===== src/rtl/dgc_pkg.sv =====
// Constants, encodings and register offsets of the general command handler.
// Assumes a single system clock domain with synchronous active-high reset.
`default_nettype none
package dgc_pkg;
	// ======================================================================
	// Command opcodes
	localparam logic [7:0] OP_POWER = 8'h10;
	localparam logic [7:0] OP_DISPLAY = 8'h11;
	localparam logic [7:0] OP_LOW_LAT = 8'h12;
	localparam logic [7:0] OP_LOOK = 8'h13;
	localparam logic [7:0] OP_PATTERN = 8'h14;
	localparam logic [7:0] OP_RESOURCE = 8'hf2;
	localparam logic [7:0] OP_FREE_AREA = 8'hff;
	// ======================================================================
	// Register offsets
	localparam logic [3:0] REG_CMD = 4'h0;
	localparam logic [3:0] REG_PARAM = 4'h1;
	localparam logic [3:0] REG_STATUS = 4'h2;
	localparam logic [3:0] REG_RESP_LO = 4'h3;
	localparam logic [3:0] REG_RESP_MID = 4'h4;
	localparam logic [3:0] REG_RESP_HI = 4'h5;
	localparam logic [3:0] REG_CONFIG = 4'h6;
	// ======================================================================
	// Field encodings
	localparam logic [7:0] PWR_RESET = 8'h00;
	localparam logic [7:0] PWR_STANDBY = 8'h01;
	localparam logic [7:0] PWR_ACTIVE = 8'h02;
	localparam logic [7:0] SRC_EXTERNAL = 8'h00;
	localparam logic [7:0] SRC_PATTERN = 8'h01;
	localparam logic [7:0] SRC_SOLID = 8'h02;
	localparam logic [7:0] SRC_SPLASH = 8'h03;
	localparam logic [7:0] SRC_CURTAIN = 8'h04;
	localparam int RES_BYTES = 12;
	localparam int RES_COUNTERS = 6;
	localparam logic [3:0] RES_LEN = 4'hc;
	localparam logic [3:0] FREE_LEN = 4'h2;
	localparam logic [3:0] ONE_LEN = 4'h1;
	localparam logic [3:0] TWO_LEN = 4'h2;
	localparam logic [3:0] NO_LEN = 4'h0;
	localparam int ERR_BIT = 0;
	localparam int LEN_LSB = 4;
	localparam int PTR_LSB = 8;
	typedef enum logic [2:0]
	{
		ST_IDLE = 3'b001,
		ST_QUERY = 3'b010,
		ST_APPLY = 3'b100
	} dgc_state_type;
endpackage
`default_nettype wire


===== src/rtl/dgc_resource_counter.sv =====
// One resource tracker: current count and high-water mark.
// Assumes alloc and free are one-cycle pulses from the same clock domain.
`default_nettype none
module dgc_resource_counter
(
	input wire logic clk,
	input wire logic rst,
	input wire logic alloc,
	input wire logic free,
	output logic [7:0] current,
	output logic [7:0] high
);
	typedef struct packed
	{
		logic [7:0] cur;
		logic [7:0] hi;
	} dgc_rc_type;
	dgc_rc_type r_q, r_d;
	always_comb
	begin
		r_d = r_q;
		if (alloc && !free && r_q.cur != 8'hff)
			r_d.cur = r_q.cur + 8'h01;
		else if (free && !alloc && r_q.cur != 8'h00)
			r_d.cur = r_q.cur - 8'h01;
		// The mark follows the new count so it never lags one allocation.
		if (r_d.cur > r_q.hi)
			r_d.hi = r_d.cur;
	end
	always_ff @(posedge clk)
	begin
		if (rst)
			r_q <= '0;
		else
			r_q <= r_d;
	end
	assign current = r_q.cur;
	assign high = r_q.hi;
endmodule
`default_nettype wire


===== src/rtl/dgc_handler.sv =====
// General-operation command handler with register port to the host.
// Assumes host strobes are synchronous to clk; source_present passes a two-stage sync.
//
// The address map and the plain strobed port were decided locally.
`default_nettype none
module dgc_handler
(
	input wire logic clk,
	input wire logic rst,
	input wire logic [3:0] reg_addr,
	input wire logic [31:0] reg_wdata,
	input wire logic reg_write,
	input wire logic reg_read,
	output logic [31:0] reg_rdata,
	input wire logic source_present,
	input wire logic [15:0] free_area_offset,
	input wire logic [5:0] res_alloc,
	input wire logic [5:0] res_free,
	output logic [1:0] power_state,
	output logic power_down,
	output logic [7:0] shown_source,
	output logic low_latency_en,
	output logic [7:0] latency_frames_x2,
	output logic [15:0] look_index,
	output logic look_load,
	output logic source_change,
	output logic [7:0] pattern_number,
	output logic pattern_load,
	output logic cmd_error
);
	import dgc_pkg::*;

	// ======================================================================
	// State
	typedef struct packed
	{
		dgc_state_type st;
		logic [7:0] op;
		logic [15:0] param;
		logic [7:0] pwr;
		logic pdown;
		logic [7:0] src;
		logic low_lat;
		logic [15:0] look;
		logic [7:0] pat;
		logic splash_default;
		logic err;
		logic look_ld;
		logic src_chg;
		logic pat_ld;
		logic [RES_BYTES-1:0][7:0] resp;
		logic [3:0] len;
		logic [31:0] rdata;
		logic sp_m;
		logic sp_s;
	} dgc_core_type;

	dgc_core_type s_q, s_d;
	logic [7:0] res_cur [RES_COUNTERS];
	logic [7:0] res_high [RES_COUNTERS];
	logic [7:0] shown;

	// ======================================================================
	// Resource trackers
	for (genvar g = 0; g < RES_COUNTERS; g++)
	begin : g_res
		dgc_resource_counter u_cnt
		(
			.clk(clk),
			.rst(rst),
			.alloc(res_alloc[g]),
			.free(res_free[g]),
			.current(res_cur[g]),
			.high(res_high[g])
		);
	end

	function automatic logic [31:0] pack_word(input logic [3:0] base,
		input dgc_core_type s);
		logic [31:0] w;
		w = '0;
		for (int i = 0; i < 4; i++)
			if (int'(base) + i < RES_BYTES)
				w[i*8 +: 8] = s.resp[int'(base) + i];
		return w;
	endfunction

	// Without a live input the external source falls back to the default.
	always_comb
	begin
		shown = s_q.src;
		if (s_q.src == SRC_EXTERNAL && !s_q.sp_s)
			shown = s_q.splash_default ? SRC_SPLASH : SRC_SOLID;
	end

	// ======================================================================
	// Command engine
	always_comb
	begin
		s_d = s_q;
		s_d.sp_m = source_present;
		s_d.sp_s = s_q.sp_m;
		s_d.look_ld = 1'b0;
		s_d.src_chg = 1'b0;
		s_d.pat_ld = 1'b0;
		s_d.rdata = '0;
		if (reg_write && reg_addr == REG_PARAM)
			s_d.param = reg_wdata[15:0];
		if (reg_write && reg_addr == REG_CONFIG)
			s_d.splash_default = reg_wdata[0];
		if (reg_write && reg_addr == REG_CMD && s_q.st == ST_IDLE)
		begin
			s_d.op = reg_wdata[7:0];
			s_d.err = 1'b0;
			s_d.st = reg_wdata[8] ? ST_QUERY : ST_APPLY;
		end
		unique case (s_q.st)
			ST_IDLE:
			begin
			end
			ST_QUERY:
			begin
				s_d.st = ST_IDLE;
				for (int i = 0; i < RES_BYTES; i++)
					s_d.resp[i] = 8'h00;
				s_d.len = ONE_LEN;
				unique case (s_q.op)
					OP_RESOURCE:
					begin
						for (int i = 0; i < RES_COUNTERS; i++)
						begin
							s_d.resp[i] = res_high[i];
							s_d.resp[i + RES_COUNTERS] = res_cur[i];
						end
						s_d.len = RES_LEN;
					end
					OP_FREE_AREA:
					begin
						s_d.resp[0] = free_area_offset[7:0];
						s_d.resp[1] = free_area_offset[15:8];
						s_d.len = FREE_LEN;
					end
					OP_POWER:
						s_d.resp[0] = s_q.pwr;
					OP_DISPLAY:
						s_d.resp[0] = shown;
					OP_LOW_LAT:
						s_d.resp[0] = {7'h00, s_q.low_lat};
					OP_LOOK:
					begin
						s_d.resp[0] = s_q.look[7:0];
						s_d.resp[1] = s_q.look[15:8];
						s_d.len = TWO_LEN;
					end
					OP_PATTERN:
						s_d.resp[0] = s_q.pat;
					default:
					begin
						s_d.err = 1'b1;
						s_d.len = NO_LEN;
					end
				endcase
			end
			ST_APPLY:
			begin
				s_d.st = ST_IDLE;
				s_d.len = NO_LEN;
				unique case (s_q.op)
					OP_POWER:
						if (s_q.pwr == PWR_STANDBY)
							s_d.pwr = PWR_ACTIVE;
						else if (s_q.pwr == PWR_ACTIVE)
						begin
							s_d.pwr = PWR_STANDBY;
							s_d.pdown = 1'b1;
						end
						else
						begin
							s_d.pwr = PWR_STANDBY;
							s_d.pdown = 1'b0;
						end
					OP_DISPLAY:
						if (s_q.param[7:0] <= SRC_CURTAIN && s_q.param[15:8] == 8'h00)
							s_d.src = s_q.param[7:0];
						else
							s_d.err = 1'b1;
					OP_LOW_LAT:
						if (s_q.param[15:1] == 15'h0000)
							s_d.low_lat = s_q.param[0];
						else
							s_d.err = 1'b1;
					OP_LOOK:
					begin
						s_d.look = s_q.param;
						s_d.look_ld = 1'b1;
						s_d.src_chg = 1'b1;
					end
					OP_PATTERN:
						if (s_q.param[15:8] == 8'h00)
						begin
							s_d.pat = s_q.param[7:0];
							s_d.pat_ld = 1'b1;
						end
						else
							s_d.err = 1'b1;
					default:
						s_d.err = 1'b1;
				endcase
			end
			default:
				s_d.st = ST_IDLE;
		endcase
		// ==================================================================
		// Register read port
		if (reg_read)
		begin
			unique case (reg_addr)
				REG_PARAM:
					s_d.rdata = {16'h0000, s_q.param};
				REG_STATUS:
				begin
					s_d.rdata[ERR_BIT] = s_q.err;
					s_d.rdata[1] = (s_q.st != ST_IDLE);
					s_d.rdata[LEN_LSB +: 4] = s_q.len;
					s_d.rdata[PTR_LSB +: 8] = shown;
				end
				REG_RESP_LO:
					s_d.rdata = pack_word(4'h0, s_q);
				REG_RESP_MID:
					s_d.rdata = pack_word(4'h4, s_q);
				REG_RESP_HI:
					s_d.rdata = pack_word(4'h8, s_q);
				REG_CONFIG:
					s_d.rdata = {31'h0, s_q.splash_default};
				default:
					s_d.rdata = '0;
			endcase
		end
	end

	always_ff @(posedge clk)
	begin
		if (rst)
		begin
			s_q <= '0;
			s_q.st <= ST_IDLE;
			s_q.pwr <= PWR_STANDBY;
			s_q.splash_default <= 1'b1;
		end
		else
			s_q <= s_d;
	end

	// ======================================================================
	// Outputs
	// Latency budget is expressed in half frames so the datapath can compare
	// directly; three half frames is the low-latency ceiling.
	assign latency_frames_x2 = s_q.low_lat ? 8'h03 : 8'hff;
	assign reg_rdata = s_q.rdata;
	assign power_state = s_q.pwr[1:0];
	assign power_down = s_q.pdown;
	assign shown_source = shown;
	assign low_latency_en = s_q.low_lat;
	assign look_index = s_q.look;
	assign look_load = s_q.look_ld;
	assign source_change = s_q.src_chg;
	assign pattern_number = s_q.pat;
	assign pattern_load = s_q.pat_ld;
	assign cmd_error = s_q.err;
endmodule
`default_nettype wire


===== config.mk =====
export PLATFORM = sky130hd
export DESIGN_NAME = dgc_handler
export DESIGN_NICKNAME = d
export VERILOG_FILES = /design/src/rtl/dgc_pkg.sv /design/src/rtl/dgc_resource_counter.sv /design/src/rtl/dgc_handler.sv
export SDC_FILE = /design/constraint.sdc
export NUM_CORES = 1
export LEC_CHECK = 0
export BUFFER_PORTS_ARGS = -buffer_cell sky130_fd_sc_hd__buf_2
export CORE_MARGIN = 5
export CORE_UTILIZATION = 48
export DETAILED_ROUTE_END_ITERATION = 10
export PLACE_DENSITY = 0.69
export SYNTH_ARGS = -nofsm -noshare
export SYNTH_HDL_FRONTEND = slang
export SYNTH_SLANG_ARGS = --single-unit

===== constraint.sdc =====
create_clock -name clk -period 3.25 [get_ports clk]
set_input_delay 0.325 -clock clk [delete_from_list [all_inputs] [get_ports clk]]
set_output_delay 0.325 -clock clk [all_outputs]
set_load 0.05 [all_outputs]

# Word-level counts from Yosys, hierarchy flattened
# Cells that the tools add are included.
totals:
  reg_bits: 304
  inputBits: 69
  output_inout_bits: 80
  word_cells: 195
op_classes:
  addsub: 12
  magnitude_cmp: 7
  n_eq_ne: 25
  muxes: 36
  bitwise_logic: 5
  reduce_logical: 68
ops:
  columns: ["op", "n"]
  rows:
  - ["$mux W8", 14]
  - ["$mux W80", 1]
  - ["$pmux W12 S5", 1]
  - ["$pmux W8 S7", 1]
  - ["$add A8 B1 Y8 const B", 6]
  - ["$gt A8 B8 Y1", 6]
  - ["$ne A8 B8 Y1 const B", 6]
  - ["$pmux W16 S3", 1]
  - ["$reduce_bool A8 Y1", 6]
  - ["$sub A8 B1 Y8 const B", 6]
  - ["$eq A8 B5 Y1 const B", 5]
  - ["$logic_and A1 B1 Y1", 30]
  - ["$pmux W8 S3", 1]
  - ["$eq A8 B8 Y1 const B", 2]
  - ["$logic_not A8 Y1", 2]
  - ["$logic_not A15 Y1", 1]
  - ["$logic_not A1 Y1", 13]
  - ["$eq A4 B3 Y1 const B", 3]
  - ["$pmux W2 S6", 1]
  - ["$pmux W4 S3", 1]
  - ["$reduce_and A3 Y1", 4]
  - ["$reduce_or A2 Y1", 5]
  - ["$eq A4 B2 Y1 const B", 2]
  - ["$eq A8 B1 Y1 const B", 1]
  - ["21 further kinds", 34]

# Logic depth before layout (Yosys ltp)
# Gate-level depths: netlist (run 1).
depth:
  ltp_word: 7
  depth_mapped: 16
  ltp_nobuf: 15

# Hierarchy
# Synthesis (run 1) repeated with hierarchy kept, for this count alone.
unflattened:
  cells_unflattened: 1819
  area_unflattened_um2: 15581.2
by_module_without_submodules:
  columns: ["module", "instances", "cells_per_inst", "area_each_um2"]
  rows:
  - ["dgc_handler", 1, 1054, 8709.6]
  - ["dgc_resource_counter at g_res[2].u_cnt ...", 3, 130, 1181.1]
  - ["dgc_resource_counter at g_res[0].u_cnt ...", 2, 124, 1121.1]
  - ["dgc_resource_counter at g_res[5].u_cnt", 1, 127, 1086.0]

# Least setup slack after synthesis (run 1)
# OpenSTA, ideal clock, no wires.
synth_timing:
  path_type: "reg-to-reg"
  from: "reg g_res[0].u_cnt.r_q, in the netlist g_res[0].u_cnt.current[0]"
  to: "reg g_res[0].u_cnt.r_q, in the netlist g_res[0].u_cnt.high[1]"
  setup_time_ps: 59
  t_arrival_ps: 3145
  path_slack_ps: 45
  stages_incl_launch_ff: 13
  n_path_buf: 0
  period_less_slack_ps: 3205
  cell_sequence: "dfxtp_1 > ha_1 > and4_1 > a21oi_1 > and4_1 > a21oi_1 > xnor2_1 > ha_1 > nand3_1 > or4_1 > o21ai_0 > nor2b_1 > a22o_1"
synth_rtl:
  columns: ["element", "line", "text"]
  rows:
  - ["start, declared", "dgc_resource_counter.sv:18", "dgc_rc_type r_q, r_d;"]
  - ["start signal, assigned", "dgc_resource_counter.sv:35", "r_q <= r_d;"]

==> results of run 1 <==
stage by stage:
step	worst slack (ns)	power (mW)	util	area (sq um)	hold WS (ns)
detailed placement	0.0433	9.90	0.513	15600	0.455
global route	-0.0258	15.4	0.560	17000	0.0497
floorplan	0.0455	8.10	-	14700	0.397
CTS	0.0218	14.1	0.554	16900	0.0421
finish	0.123	14.5	0.560	17000	0.0446
global placement	0.126	9.78	0.513	15600	0.450
critical path: cells and delay by family, from the launching register on:
family                   cells  cell delay, ns
buffers and inverters        2            0.26
AO/OA/AOI/OAI                5            1.08
adder cells (fa/ha/maj)      1            0.28
AND/OR/NAND/NOR              4            1.06
flip-flops                   1            0.35
synth_stat cells (all sizes together) (6+ instances only):
library cell and instances:
a22oi 89, and3 18, and2 15, and4 6, o21ai 28, nand4 15, nor4 7, xnor2 23
nand3b 8, nor2b 63, nor3 22, o22ai 20, nor4b 7, a311oi 9, clkbuf 86, mux2 6
nor2 237, a2bb2oi 12, a211oi 10, a22o 23, o21a 10, mux2i 77, a21oi 118, a222oi 12
or2 7, nand2 129, xor2 10, buf 92, or3 9, nor3b 7, dfxtp 296, ha 63
nand2b 15, inv 71, nand3 24
power by group through the flow:
stage | clock network (mW) | registers [mW] | logic [mW]
floorplan | 0 | 4.35 | 3.75
global placement | 0 | 4.48 | 5.30
detailed placement | 0 | 4.49 | 5.41
CTS | 4.23 | 4.41 | 5.48
global route | 4.38 | 4.49 | 6.52
finish | 4.17 | 4.44 | 5.85
cells by family after synthesis:
kind of cell | synth area share
simple gates | 0.197
compound gates | 0.186
flops | 0.403
buf+inv | 0.0823
mux | 0.0571
fa+ha+maj | 0.0537
xor+xnor | 0.0197
other cells | 0.000255
path summary, 6_finish.rpt:
check                                 to  slack, ns
setup / recovery  g_res[0].u_cnt.high[5]       0.12
setup reg to reg  g_res[0].u_cnt.high[5]       0.12
hold reg to reg                  s_q[35]       0.47
hold / removal                    s_d[0]       0.04
routing by layer:
layer | wire (microns) | share of wire | global-route usage
met1 | 17500 | 0.43 | 0.296
met2 | 19100 | 0.48 | 0.377
met3 | 2350 | 0.059 | 0.0375
met4 | 1220 | 0.030 | 0.0690
met5 | 0 | 0 | 0
final cells by class:
| cell class | count | area, sq um | area share |
|---|---|---|---|
| flip-flops and latches | 296 | 5930 | 0.348 |
| repair buffers | 226 | 1400 | 0.0821 |
| inverters | 71 | 267 | 0.0156 |
| clock inverters | 12 | 191 | 0.0112 |
| clock buffers | 49 | 1050 | 0.0616 |
| multi-input cells | 1176 | 7710 | 0.452 |
| well taps | 396 | 495 | 0.0291 |
| diodes | 2 | 5.00 | 0.000294 |
flip-flops by register name, summed over array words and instances (netlist names):
| register | flops |
|---|---|
| s_q | 136 |
| g_res.u_cnt.current | 48 |
| g_res.u_cnt.high | 48 |
| reg_rdata | 32 |
| look_index | 16 |
| pattern_number | 8 |
| power_state | 2 |
| cmd_error | 1 |
| look_load | 1 |
| low_latency_en | 1 |
| pattern_load | 1 |
| power_down | 1 |
| s_d | 1 |
repair_timing:
item,CTS,global route
setup endpoints to repair,5,46
buffers inserted,0,4
gates resized for setup,4,43
gates cloned,0,1
pin swaps,0,11
==> metrics, run 1 <==
run status finished clean; Crit. End Element flip-flop; Starting Density 0.483; Critical Path Slowest Stage Cell or4_4; FFs w/ async S/R, synth 0; crit path DAT 3.53 ns; Antenna Nets Post-Route 0; later-pin clock latency in the skew report 0.51 ns; drt first pass iters 5; share of power burned in registers 0.307; Critical Path Start Type flip-flop; Ports 149; Total GRT Usage 0.224; die height 185 microns; Filler cells 2738; Pint 9.54 mW; vias in the first global route 11.7k; CP cell instances or3_1 > o211ai_1 > o32ai_1 > o21ai_1 > inv_1 > ha_1 > nand2_1 > or4_4 > o21ai_2 > buf_4 > nor2_1 > a22o_1; Fmax achieved 0.320 GHz; HP Class in2reg; leakage 7.00 nW; Slew Limit Fails 0; Sw Pwr 4.92 mW; die width 185 microns; Layout Skew 0.0144 ns; sequential fraction of the synthesis area 0.403; start point of the critical path g_res[0].u_cnt.current[5]; drt via density 5.70; FP Rows 64; Yosys Warn Count 0; Post-Synthesis Cells 1720; Critical Path RT 3.65 ns; Non-Filler Instances 2228; Final Hold Vio Count 0; Comb power frac 0.405; Avg WL per Cell 18.0 microns; leading area contributor after synthesis dfxtp_1; # nets final 1937; Hold Path Origin source_present; final WL 40100 microns; largest net degree at the start of global routing 130; max cap viols 0; synthesis-to-layout area growth 16.1%; top cells by area, synth dfxtp_1 (40%), nor2_1 (6.1%), ha_1 (5.4%), mux2i_1 (5.2%), a22oi_1 (4.5%); H-tree lvl count 2; worst flop-to-flop path startpoint g_res[0].u_cnt.current[5]; Core ar. 30400 sq um; Final period util 0.962; PD cells 848 nW/um^2; Crit path largest cell delay 0.51 ns; Synth Cell Area 14700 sq um; VDD IR max 0.000394 V; CTS root buffer clkbuf_16; worst-path maximum fanout 5; TNS Setup 0 ns; clock buffer depth 3; final setup vio count 0; GPL Wtd Cong 0.942; top cell type's share of synthesized area 0.403; R2R depth 12; Yosys cell types 76; Cells on Worst Hold Path 2; die area 34200 sq um; clock sinks 296; CTS tree built; Clock power frac 0.288; initial antenna violation count 3; gr ovfl total 0; DRT iter0 DRCs 1005; placed insts 2160; fraction of layout cells with a size suffix above 1 0.187; DRC 0; syn_area_per_cell 8.54 sq um; most frequent cells in the layout dfxtp_1 (290), nor2_1 (237), buf_2 (130); Post-CTS Hold Buffers 0; Worst Tran Pin Value 0.797 ns; TritonCTS buffer count 34; Slew Limit Headroom 0.468; Net Sw Frac 0.340; detailed placement HPWL 28600 microns; global-route wire length before repair 62500 microns; CTS clock-pin slew for the worst setup and hold paths 0.06 ns; most common cell after layout, fill and taps aside dfxtp_1; IO Port Bufs 130; Final Critical Period 3.13 ns; Yosys reg bits 296; crit path kind reg2reg; vias 12.7k; Post-synth EDFFs 0; Synth Flop Type dfxtp_1
No activity file was read; power rests on OpenSTA's default activity.
==> run 2, diff against run 1 <==
- MAX_ROUTING_LAYER: unset -> met4
==> metrics, run 2 (synthesis results as in run 1) <==
run status finished clean; Worst Tran Pin Value 0.833 ns (+0.0358 ns); Final period util 0.948 (-0.0142); CTS root buffer clkbuf_16; final worst setup slack 0.169 ns (+0.0462 ns); final WL 40600 microns (+1.1%); # nets final 1942 (+0.26%); TritonCTS buffer count 34 (unchanged); drt first pass iters 6 (+1); fraction of layout cells with a size suffix above 1 0.190 (+0.00286); VDD IR max 0.000491 V (+24%); R2R setup slack 0.17 ns (+0.05 ns); Total GRT Usage 0.232 (+0.00830); worst-path maximum fanout 6 (+1); RR Endpoint g_res[0].u_cnt.high[5]; FP Rows 64 (unchanged); Slew Limit Headroom 0.439 (-0.0287); GPL Wtd Cong 0.942 (about the same); largest net degree at the start of global routing 89 (-32%); PD cells 838 nW/um^2 (-1.2%); Critical Path RT 3.64 ns (about the same); leakage 6.98 nW (-0.23%); Layout Skew 0.0115 ns (-0.00298 ns); Crit. End Element flip-flop; Critical Path Start Type flip-flop; Avg WL per Cell 18.2 microns (+0.84%); crit path DAT 3.47 ns (-0.06 ns); global-route wire length before repair 62600 microns (about the same); DRC 0 (unchanged); worst flop-to-flop path startpoint g_res[0].u_cnt.current[0]; CP cell instances ha_1 > and4_1 > a21oi_2 > buf_4 > o22ai_1 > xnor2_1 > ha_1 > nand2_1 > or4_1 > o21ai_0 > buf_4 > nor2_1 > a22o_1; drt via density 5.73 (+0.56%); die height 185 microns (unchanged); later-pin clock latency in the skew report 0.51 ns (about the same); Final Critical Period 3.08 ns (-0.0462 ns); synthesis-to-layout area growth 16.1% (unchanged); IO Port Bufs 130 (unchanged); CTS tree built; gr ovfl total 0 (unchanged); Worst Setup EP g_res[0].u_cnt.high[5]; Core ar. 30400 sq um (unchanged); die width 185 microns (unchanged); final hold slack 0.0232 ns (-0.0213 ns); Slew Limit Fails 0 (unchanged); Non-Filler Instances 2233 (+0.22%); max cap viols 0 (unchanged); pre-CTS WS 0.00411 ns (-0.0392 ns); R2R depth 13 (+1); most common cell after layout, fill and taps aside dfxtp_1; CTS clock-pin slew for the worst setup and hold paths 0.06 ns (about the same); vias 12.8k (+0.79%); DRT iter0 DRCs 933 (-7.2%); vias in the first global route 11.8k (+0.26%); die area 34200 sq um (unchanged); Ports 149 (unchanged); clock buffer depth 3 (unchanged); Critical Path Slowest Stage Cell or4_1; placed insts 2161 (+0.046%); clock sinks 296 (unchanged); initial antenna violation count 3 (unchanged); most frequent cells in the layout dfxtp_1 (290), nor2_1 (236), buf_2 (130); Largest register FFs 136 (unchanged); Fmax achieved 0.325 GHz (+1.5%); Antenna Nets Post-Route 0 (unchanged); detailed placement HPWL 29300 microns (+2.4%); crit path kind reg2reg; Crit path largest cell delay 0.47 ns (-0.04 ns); start point of the critical path g_res[0].u_cnt.current[0]; Final Hold Vio Count 0 (unchanged); HP Class in2reg; final setup vio count 0 (unchanged); H-tree lvl count 2 (unchanged); Top reg by flops s_q; Starting Density 0.483 (unchanged)
[run 2: area by class of cell]
type                            count  area, sq um
Timing Repair Buffer              231         1440
Multi-Input combinational cell   1176         7770
Inverter                           71          267
Sequential cell                   296         5930
Fill cell                        2795        13400
Clock inverter                     11          139
Tap cell                          396          495
Antenna cell                        3         7.51
Clock buffer                       49         1000
[run 2: repair_timing]
action,in CTS,in global routing
gates resized for setup,2,57
buffers inserted,0,8
setup endpoints to repair,10,48
cloned,0,1
hold buffers,0,0
pin swaps,0,14
[run 2: layer usage]
layer	track usage	wire length [microns]	part of all wire
met1	0.297	17600	0.43
met2	0.371	19000	0.47
met3	0.0407	2590	0.064
met4	0.0866	1360	0.034
met5	-	0	0
[run 2: report_power, final]
group | internal, mW | switching, mW
registers | 4.04 | 0.413
logic | 2.91 | 3.04
clock network | 2.38 | 1.50
[run 2: worst min-delay path by stage]
stage | start | end | slack (ns) | cells past startpoint
6_report | source_present | s_d[0] | 0.02 | 2
3_3_place_gp | s_q[34] | s_q[34] | 0.44 | 2
3_5_place_dp | s_q[35] | s_q[35] | 0.45 | 2
5_1_grt | source_present | s_d[0] | 0.02 | 2
2_1_floorplan | reg_wdata[8] | s_q[207] | 0.40 | 1
4_1_cts | source_present | s_d[0] | 0.01 | 2
[run 2: critical path, delay by kind of cell, from the launching register on]
family                     cells  cell delay (ns)
AOI/OAI and AO/OA              4             0.67
xor gates and xnor gates       1             0.19
adders and majority gates      2             0.55
buffers and inverters          2             0.36
DFF                            1             0.34
and+or+nand+nor                4             0.85
[run 2: stage by stage]
stage               area (sq um)  setup TNS, ns  total power, mW  utilization
CTS                        16800              0             13.8        0.551
finish                     17000              0             14.3        0.560
global route               17000         -0.454             15.2        0.560
global placement           15600              0             9.80        0.513
detailed placement         15600              0             9.92        0.513
floorplan                  14700              0             8.10            -
